`config.mk`:
```
export PLATFORM = sky130hd
export DESIGN_NAME = interrupt_request_and_enable_bank
export DESIGN_NICKNAME = d
export VERILOG_FILES = /design/src/logic/request_latch.v /design/src/logic/priority_select.v /design/src/logic/interrupt_request_and_enable_bank.v
export VERILOG_INCLUDE_DIRS = /design/src /design/src/logic
export SDC_FILE = /design/constraint.sdc
export NUM_CORES = 1
export LEC_CHECK = 0
export BUFFER_PORTS_ARGS = -buffer_cell sky130_fd_sc_hd__buf_4
export CAP_MARGIN = 40
export CORE_UTILIZATION = 35
export DETAILED_ROUTE_END_ITERATION = 16
export PLACE_DENSITY_LB_ADDON = 0.05
export SLEW_MARGIN = 30
export SYNTH_ARGS = -nofsm -noshare
export SYNTH_HDL_FRONTEND = slang
export SYNTH_SLANG_ARGS = --single-unit
```
`constraint.sdc`:
```
create_clock -name clk_sys -period 16.7 [get_ports clk_sys]
set_input_delay 1.67 -clock clk_sys [delete_from_list [all_inputs] [get_ports clk_sys]]
set_output_delay 1.67 -clock clk_sys [all_outputs]
set_load 0.01 [all_outputs]
```
`src/logic/irq_bank_defs.vh`:
```
// register indices, field masks, reset values and codes of the interrupt request bank
`ifndef IRQ_BANK_DEFS_VH
`define IRQ_BANK_DEFS_VH

// register indices; the byte address is four times the index
`define IDX_FLAGS0 12'hfc0
`define IDX_ENH0 12'hfc1
`define IDX_ENL0 12'hfc2
`define IDX_FLAGS1 12'hfc3
`define IDX_ENH1 12'hfc4
`define IDX_ENL1 12'hfc5
`define IDX_FLAGS2 12'hfc6
`define IDX_ENH2 12'hfc7
`define IDX_ENL2 12'hfc8
`define IDX_CONTROL 12'hfcf
`define IDX_EVENT_STATUS 12'hfd0
`define IDX_EVENT_MASK 12'hfd1

// implemented bits of each bank; reserved bits hold zero
`define BANK0_MASK 8'h79
`define BANK1_MASK 8'hff
`define BANK2_MASK 8'h0f
`define REG_RESET 8'h00

// control register field
`define CTRL_GLOBAL_EN_BIT 7

// event status bits
`define EVT_HW_REQUEST 0
`define EVT_ACK 1
`define EVT_BYPASS 2
`define EVT_WIDTH 3

// arbitration
`define NUM_SOURCES 17
`define VEC_WIDTH 5
`define LVL_DISABLED 2'b00

// ahb codes
`define HTRANS_NONSEQ 1'b1
`define HRESP_OKAY 1'b0

`endif

```
`src/logic/request_latch.v`:
```
// one eight-bit bank of latched interrupt requests
`timescale 1ns/10ps
module request_latch #(
  parameter [7:0] VALID_MASK = 8'hff
) (
  input wire clk_sys,
  input wire rst_b,
  input wire [7:0] hw_set,
  input wire wr_en,
  input wire [7:0] wr_data,
  input wire [7:0] ack_clr,
  output reg [7:0] flags
);

  reg [7:0] next_flags;

  // write replaces the bank, ack clears one bit, hardware pulses always win
  always @* begin
    if (wr_en) begin
      next_flags = wr_data;
    end else begin
      next_flags = flags & ~ack_clr;
    end
    next_flags = (next_flags | hw_set) & VALID_MASK;
  end

  // the source pulses once, so the bit must be held here
  always @(posedge clk_sys or negedge rst_b) begin
    if (!rst_b) begin
      flags <= 8'h00;
    end else begin
      flags <= next_flags;
    end
  end

endmodule // request_latch

```
`src/logic/priority_select.v`:
```
// picks the winning request by level, then by fixed source order
`timescale 1ns/10ps
module priority_select #(
  parameter N = 17
) (
  input wire [N-1:0] pending,
  input wire [2*N-1:0] levels,
  output reg found,
  output reg [4:0] index,
  output reg [1:0] level
);

  integer i;
  reg [1:0] lv;

  // level field of source k
  function [1:0] level_of;
    input [2*N-1:0] all;
    input integer k;
    begin
      level_of = {all[2*k+1], all[2*k]};
    end
  endfunction

  // scan from last to first so the earlier source wins a tie
  always @* begin
    lv = 2'b00;
    found = 1'b0;
    index = 5'h00;
    level = 2'b00;
    for (i = N - 1; i >= 0; i = i - 1) begin
      lv = level_of(levels, i);
      if (pending[i] && (lv != 2'b00) && (lv >= level)) begin
        found = 1'b1;
        index = i[4:0];
        level = lv;
      end
    end
  end

endmodule // priority_select

```
`src/logic/interrupt_request_and_enable_bank.v`:
```
// interrupt request latching, priority enables and arbitration behind an ahb-lite slave
`timescale 1ns/10ps
`include "irq_bank_defs.vh"
module interrupt_request_and_enable_bank (
  input wire clk_sys,
  input wire rst_b,
  input wire hsel,
  input wire [31:0] haddr,
  input wire [1:0] htrans,
  input wire hwrite,
  input wire [2:0] hsize,
  input wire [31:0] hwdata,
  input wire hready,
  output reg hreadyout,
  output reg hresp,
  output reg [31:0] hrdata,
  input wire second_timer_request,
  input wire first_timer_request,
  input wire serial_receive_request,
  input wire serial_transmit_request,
  input wire converter_request,
  input wire pin7_or_voltage_request,
  input wire pin6_or_comparator_request,
  input wire [5:0] porta_pin_request,
  input wire [3:0] portc_pin_request,
  input wire watchdog_request,
  input wire primary_osc_fail,
  input wire watchdog_osc_fail,
  input wire core_ack,
  input wire return_from_interrupt,
  input wire trap_taken,
  output reg service_request,
  output reg [4:0] service_vector,
  output reg [1:0] service_level,
  output reg bypass_request,
  output reg irq
);

  // bus state
  reg data_wr;
  reg data_rd;
  reg [11:0] data_idx;

  // enable and control registers
  reg [7:0] enable_high_bank0;
  reg [7:0] enable_low_bank0;
  reg [7:0] enh1;
  reg [7:0] enl1;
  reg [7:0] enh2;
  reg [7:0] enl2;
  reg global_interrupt_enable;
  reg [`EVT_WIDTH-1:0] event_status;
  reg [`EVT_WIDTH-1:0] event_mask;

  wire [7:0] request_flags_0;
  wire [7:0] request_flags_1;
  wire [7:0] request_flags_2;
  wire [7:0] hw0;
  wire [7:0] hw1;
  wire [7:0] hw2;
  wire [7:0] clr0;
  wire [7:0] clr1;
  wire [7:0] clr2;
  wire [`NUM_SOURCES-1:0] ack_hot;
  wire [`NUM_SOURCES-1:0] pending;
  wire [2*`NUM_SOURCES-1:0] levels;
  wire win_found;
  wire [4:0] win_index;
  wire [1:0] win_level;
  wire addr_take;
  wire ack_taken;
  wire bypass_now;
  wire [7:0] wbyte;
  reg [7:0] rd_byte;
  reg [`EVT_WIDTH-1:0] next_event_status;

  // write strobe for one register index during the data phase
  function wr_hit;
    input wr;
    input [11:0] idx;
    input [11:0] target;
    begin
      wr_hit = wr && (idx == target);
    end
  endfunction

  // an address phase is taken only when the bus is ready and a nonseq/seq is shown
  assign addr_take = hsel && hready && (htrans[1] == `HTRANS_NONSEQ);
  assign wbyte = hwdata[7:0];

  // hardware pulses placed at their bank positions
  assign hw0 = {1'b0, second_timer_request, first_timer_request, serial_receive_request,
                serial_transmit_request, 2'b00, converter_request};
  assign hw1 = {pin7_or_voltage_request, pin6_or_comparator_request,
                porta_pin_request};
  assign hw2 = {4'h0, portc_pin_request};

  // acknowledge only counts while a request is actually presented
  assign ack_taken = core_ack && service_request;
  assign ack_hot = ack_taken ? (17'h00001 << service_vector) : 17'h00000;

  // order index back to bank bit: 0..4 bank0, 5..12 bank1 b7..b0, 13..16 bank2 b3..b0
  assign clr0 = {1'b0, ack_hot[0], ack_hot[1], ack_hot[2], ack_hot[3], 2'b00, ack_hot[4]};
  assign clr1 = {ack_hot[5], ack_hot[6], ack_hot[7], ack_hot[8],
                 ack_hot[9], ack_hot[10], ack_hot[11], ack_hot[12]};
  assign clr2 = {4'h0, ack_hot[13], ack_hot[14], ack_hot[15], ack_hot[16]};

  request_latch #(
    .VALID_MASK(`BANK0_MASK)
  ) u_bank0 (
    .clk_sys(clk_sys),
    .rst_b(rst_b),
    .hw_set(hw0),
    .wr_en(wr_hit(data_wr, data_idx, `IDX_FLAGS0)),
    .wr_data(wbyte),
    .ack_clr(clr0),
    .flags(request_flags_0)
  );

  request_latch #(
    .VALID_MASK(`BANK1_MASK)
  ) u_bank1 (
    .clk_sys(clk_sys),
    .rst_b(rst_b),
    .hw_set(hw1),
    .wr_en(wr_hit(data_wr, data_idx, `IDX_FLAGS1)),
    .wr_data(wbyte),
    .ack_clr(clr1),
    .flags(request_flags_1)
  );

  request_latch #(
    .VALID_MASK(`BANK2_MASK)
  ) u_bank2 (
    .clk_sys(clk_sys),
    .rst_b(rst_b),
    .hw_set(hw2),
    .wr_en(wr_hit(data_wr, data_idx, `IDX_FLAGS2)),
    .wr_data(wbyte),
    .ack_clr(clr2),
    .flags(request_flags_2)
  );

  // sources flattened in vector order, first entry wins a tie of levels
  assign pending = {request_flags_2[0], request_flags_2[1], request_flags_2[2],
                    request_flags_2[3], request_flags_1[0], request_flags_1[1],
                    request_flags_1[2], request_flags_1[3], request_flags_1[4],
                    request_flags_1[5], request_flags_1[6], request_flags_1[7],
                    request_flags_0[0], request_flags_0[3], request_flags_0[4],
                    request_flags_0[5], request_flags_0[6]};
  assign levels = {enh2[0], enl2[0], enh2[1], enl2[1], enh2[2], enl2[2], enh2[3], enl2[3],
                   enh1[0], enl1[0], enh1[1], enl1[1], enh1[2], enl1[2], enh1[3], enl1[3],
                   enh1[4], enl1[4], enh1[5], enl1[5], enh1[6], enl1[6], enh1[7], enl1[7],
                   enable_high_bank0[0], enable_low_bank0[0],
                   enable_high_bank0[3], enable_low_bank0[3],
                   enable_high_bank0[4], enable_low_bank0[4],
                   enable_high_bank0[5], enable_low_bank0[5],
                   enable_high_bank0[6], enable_low_bank0[6]};

  priority_select #(
    .N(`NUM_SOURCES)
  ) u_select (
    .pending(pending),
    .levels(levels),
    .found(win_found),
    .index(win_index),
    .level(win_level)
  );

  // watchdog and oscillator traps never pass through the request banks
  assign bypass_now = watchdog_request || primary_osc_fail || watchdog_osc_fail;

  // ahb-lite slave: writes finish in one data cycle, reads take one wait state
  always @(posedge clk_sys or negedge rst_b) begin
    if (!rst_b) begin
      data_wr <= 1'b0;
      data_rd <= 1'b0;
      data_idx <= 12'h000;
      hreadyout <= 1'b1;
      hresp <= `HRESP_OKAY;
    end else begin
      data_wr <= 1'b0;
      hresp <= `HRESP_OKAY;
      if (data_rd) begin
        data_rd <= 1'b0;
        hreadyout <= 1'b1;
      end else if (addr_take) begin
        data_idx <= haddr[13:2];
        data_wr <= hwrite;
        data_rd <= !hwrite;
        hreadyout <= hwrite;
      end
    end
  end

  // read mux; sampling late avoids returning data older than a preceding write
  always @* begin
    case (data_idx)
      `IDX_FLAGS0: rd_byte = request_flags_0;
      `IDX_ENH0: rd_byte = enable_high_bank0;
      `IDX_ENL0: rd_byte = enable_low_bank0;
      `IDX_FLAGS1: rd_byte = request_flags_1;
      `IDX_ENH1: rd_byte = enh1;
      `IDX_ENL1: rd_byte = enl1;
      `IDX_FLAGS2: rd_byte = request_flags_2;
      `IDX_ENH2: rd_byte = enh2;
      `IDX_ENL2: rd_byte = enl2;
      `IDX_CONTROL: rd_byte = {global_interrupt_enable, 7'h00};
      `IDX_EVENT_STATUS: rd_byte = {5'h00, event_status};
      `IDX_EVENT_MASK: rd_byte = {5'h00, event_mask};
      default: rd_byte = 8'h00;
    endcase
  end

  // read data lands at the end of the wait state; unmapped words read zero
  always @(posedge clk_sys or negedge rst_b) begin
    if (!rst_b) begin
      hrdata <= 32'h00000000;
    end else if (data_rd) begin
      hrdata <= {24'h000000, rd_byte};
    end
  end

  // enable registers; reserved bank0 and bank2 bits are forced to zero
  always @(posedge clk_sys or negedge rst_b) begin
    if (!rst_b) begin
      enable_high_bank0 <= `REG_RESET;
      enable_low_bank0 <= `REG_RESET;
      enh1 <= `REG_RESET;
      enl1 <= `REG_RESET;
      enh2 <= `REG_RESET;
      enl2 <= `REG_RESET;
      event_mask <= 3'b000;
    end else begin
      if (wr_hit(data_wr, data_idx, `IDX_ENH0)) begin
        enable_high_bank0 <= wbyte & `BANK0_MASK;
      end
      if (wr_hit(data_wr, data_idx, `IDX_ENL0)) begin
        enable_low_bank0 <= wbyte & `BANK0_MASK;
      end
      if (wr_hit(data_wr, data_idx, `IDX_ENH1)) begin
        enh1 <= wbyte;
      end
      if (wr_hit(data_wr, data_idx, `IDX_ENL1)) begin
        enl1 <= wbyte;
      end
      if (wr_hit(data_wr, data_idx, `IDX_ENH2)) begin
        enh2 <= wbyte & `BANK2_MASK;
      end
      if (wr_hit(data_wr, data_idx, `IDX_ENL2)) begin
        enl2 <= wbyte & `BANK2_MASK;
      end
      if (wr_hit(data_wr, data_idx, `IDX_EVENT_MASK)) begin
        event_mask <= wbyte[`EVT_WIDTH-1:0];
      end
    end
  end

  // global enable: any clearing cause beats a same-cycle return or write of one
  always @(posedge clk_sys or negedge rst_b) begin
    if (!rst_b) begin
      global_interrupt_enable <= 1'b0;
    end else if (ack_taken || trap_taken || primary_osc_fail || watchdog_osc_fail) begin
      global_interrupt_enable <= 1'b0;
    end else if (return_from_interrupt) begin
      global_interrupt_enable <= 1'b1;
    end else if (wr_hit(data_wr, data_idx, `IDX_CONTROL)) begin
      global_interrupt_enable <= wbyte[`CTRL_GLOBAL_EN_BIT];
    end
  end

  // sticky events; a read clears them but a new event in that cycle survives
  always @* begin
    next_event_status = event_status;
    if (data_rd && (data_idx == `IDX_EVENT_STATUS)) begin
      next_event_status = 3'b000;
    end
    next_event_status[`EVT_HW_REQUEST] = next_event_status[`EVT_HW_REQUEST] |
                                         (|{hw0, hw1, hw2});
    next_event_status[`EVT_ACK] = next_event_status[`EVT_ACK] | ack_taken;
    next_event_status[`EVT_BYPASS] = next_event_status[`EVT_BYPASS] | bypass_now;
  end

  always @(posedge clk_sys or negedge rst_b) begin
    if (!rst_b) begin
      event_status <= 3'b000;
      irq <= 1'b0;
    end else begin
      event_status <= next_event_status;
      irq <= |(next_event_status & event_mask);
    end
  end

  // service outputs; dropped in the ack cycle so one request is not served twice
  always @(posedge clk_sys or negedge rst_b) begin
    if (!rst_b) begin
      service_request <= 1'b0;
      service_vector <= 5'h00;
      service_level <= `LVL_DISABLED;
      bypass_request <= 1'b0;
    end else begin
      bypass_request <= bypass_now;
      service_request <= global_interrupt_enable && win_found && !ack_taken;
      if (!service_request || ack_taken) begin
        service_vector <= win_index;
        service_level <= win_level;
      end
    end
  end

endmodule // interrupt_request_and_enable_bank

```
==> results.md <==
- Dpl cell area: roughly 7400 um^2
- Crit-path most repeated cell: nand2b_4
- Core ar.: around 17000 um^2
- Drt via density: 5.41
- Initial Utilization: a little over a third
- Ratio of final minimum period to clock period: 106%
- Buffers on Ports: 67
- Hold-fix buffers at CTS: 0
- Peak VDD IR: roughly 0.042 mV
- Combinational share of power: between 30% and 40%
- Power Total: between 0.6 and 0.7 mW
- CTS Buffer Depth: 2
- First-pass GRT wire length: roughly 32000 um
- Share of layout cells above drive strength 1: between 40% and 50%
- Routed len/inst: 19.4 um
- Nets: between 900 and 1000
- Via count: 5568
- FF-to-FF path depth: between 100 and 150
- Switching part of the total: a little under a third
- HPWL Detailed: roughly 15000 um
- Grt total ovfl: 0
- RSZ-0062 raised after global routing: yes
- Final ANT Viol Nets: 0
- Post-layout min period: between 15 and 20 ns
- TritonCTS Buffers: 9
- Cells after Synth: roughly 620
- Syn Area/Cell: 9.53 um^2
- Worst hold path cell count: 1
- Final WL: approximately 20000 um
- Int Pwr: 0.481 mW
- Worst slew margin: between 40% and 50%
- Clk pwr share: just over 30%
- Pleak: 3.62 nW
- Dominant synthesized flop cell: dfrtp_1
- Largest fanout on the critical path: 3
- P per Cell Area: approximately 84 nW/um^2
- Synth Register Bits: 91
- Slew @ Worst Pin: approximately 0.8 ns
- Post-layout instance area: just over 8000 um^2
- Largest net degree at the start of global routing: approximately 50
- Seq pwr share: 37.1%
- Startpoint Class: register
- Hold_ws: between 0.5 and 0.6 ns
- Reg clk slew, reported paths: 0.07 ns
- IO Pins: about 140
- Area growth from synthesis to layout: 39.4%
- Vias in the first global route: 5609
- Clk Latency, worst-skew pair: 0.35 ns
- Root Buffer: clkbuf_16
- Area contributors post-synth: dfrtp_1, mux2_2, nand2_1
- Max-cap violations: 0
- Register area share after synthesis: between 30% and 40%
- CTS tree: yes
- Dpl ws: -1.50 ns
- Die width: ~130 um
- Crit path DAT: around 18 ns
- First-pass DRT Iterations: 5
- Setup WS post-layout: -1.03 ns
- Slew Limit Fails: 0
- Die ar.: 17500 um^2
- Number of flops mapped to enable cells by yosys: 0
- Crit-path max cell delay: between 0.4 and 0.5 ns
- NetSw: approximately 0.22 mW
- Synth area leader: dfrtp_1
- Skew final: 0.00897 ns
- Placer Congestion: about 0.87
- Crit end category: register
- Synthesized cell area: 5930 um^2
- Achievable Freq: roughly 0.056 GHz
- Slowest CP cell: or4_4
- H-tree depth: 3
- Post-synth ARST share: 100%
- Data required time at the worst endpoint: 16.97 ns
- Failing checks: negative setup slack
- CTS Sinks: 91
- Die boundary height: approximately 130 um
- GR Util All Layers: between 20% and 30%
- Num rows: between 40 and 50
- Antenna Cells: 0
- Final count of hold timing violations: 0
- Antenna violations before repair: 0
- Number of warnings issued by yosys: 0
- DRC viols: 0
- Worst Hold Class: reg -> reg
- Kind of critical path: reg -> reg
- Initial DRC Count: 455
- # setup viols final: 8
- Status: finished, violations left
- Synth cell types: 81
- Setup_tns: -7.69 ns
- Reg2Reg Setup Slack: -1.03 ns
- Top-count cell post-synth: dfrtp_1
- Yosys top cell area share: a little under two fifths
- Synth cell count leaders: dfrtp_1, nand2_1, mux2_2
-- worst paths after layout --
check	start	endpoint
setup / recovery	u_bank2.flags[0]	service_vector[0]
hold / removal	data_idx[9]	data_idx[9]
setup reg to reg	u_bank2.flags[0]	service_vector[0]
hold reg to reg	data_idx[9]	data_idx[9]
max in group asynchronous	rst_b	enable_high_bank0[5]
min in group asynchronous	rst_b	bypass_request
-- sequential cells by signal, summed over array words and instances (netlist names) --
name,cells
u_bank0.flags,5
service_vector,5
data_wr,1
enh1,8
hrdata,8
enable_low_bank0,5
enl2,4
event_mask,3
data_rd,1
enl1,8
u_bank2.flags,4
irq,1
service_level,2
enh2,4
hreadyout,1
global_interrupt_enable,1
event_status,3
data_idx,12
bypass_request,1
service_request,1
u_bank1.flags,8
enable_high_bank0,5
-- cell families (layout without fill, tap and decap cells) --
kind of cell / after synthesis / after routing / share of synthesized area [%]
fa+ha+maj: 20 / 20 / 4.18
simple gates: 230 / 230 / 20.1
compound gates: 158 / 158 / 20.9
flops: 91 / 91 / 38.4
mux: 54 / 54 / 10.2
other cells: 1 / 25 / 0.0632
buf+inv: 68 / 231 / 6.14
-- timing repair --
item                       CTS  global route
gates resized for setup     27            14
buffers inserted            38            15
pin swaps                   43            27
cloned                       0             0
setup endpoints to repair    8             8
-- worst max-delay path, delay by kind of cell (launching register included) --
family	cells	cell delay, ns
multiplexers	2	0.51
AO/OA/AOI/OAI	43	6.43
adder cells (fa/ha/maj)	17	4.21
buffers and inverters	3	0.22
flip-flops	1	0.41
AND/OR/NAND/NOR	41	5.83
-- routing by layer --
layer / vias up / share of wire (%) / track usage [%]
li1: 2618 / - / -
met1: 2771 / 47 / 32.9
met2: 151 / 47 / 38.4
met3: 28 / 3.6 / 2.46
met4: 0 / 2.0 / 6.77
met5: - / 0 / 0
-- cell type report --
type	count	area [um^2]
Clock buffer	9	225
Multi-Input combinational cell	487	3880
Tap cell	220	275
Timing Repair Buffer	189	1430
Clock inverter	7	81.3
Fill cell	1587	8320
Sequential cell	91	2280
Inverter	26	97.6
-- cells in the final DEF (no fill, tap or decap), drive strengths merged, types with 3 or more instances in the layout --
cell type	instances
buf	189
dfrtp	90
nand2	71
mux2	52
nor2	50
inv	31
o21ai	29
a21oi	28
conb	25
a211o	19
ha	19
nand3	17
nand2b	16
nor3	13
nand4	10
a222oi	10
nor2b	10
a31oi	10
clkbuf	9
and3	9
a22oi	8
a21o	7
and2	6
a41oi	6
nor4	6
a22o	6
o211ai	5
o21a	5
and2b	4
a31o	3
o211a	3
nor3b	3
or2	3
a21boi	3
-- metrics by stage --
stage / cells / utilization, %
2_1_floorplan: 646 / -
3_3_place_gp: 959 / 44.5
3_5_place_dp: 961 / 44.5
4_1_cts: 1015 / 48.9
5_1_grt: 1029 / 49.9
6_report: 1029 / 49.9
-- power by group through the flow --
stage                     combinational [mW]  clock, mW  sequential (mW)
final                                  0.225      0.215            0.259
after detailed placement               0.186          0            0.262
after floorplan                        0.117          0            0.257
after global routing                   0.244      0.227            0.261
after global placement                 0.182          0            0.261
after CTS                              0.213      0.218            0.258
No activity file was read; power rests on OpenSTA's default activity.
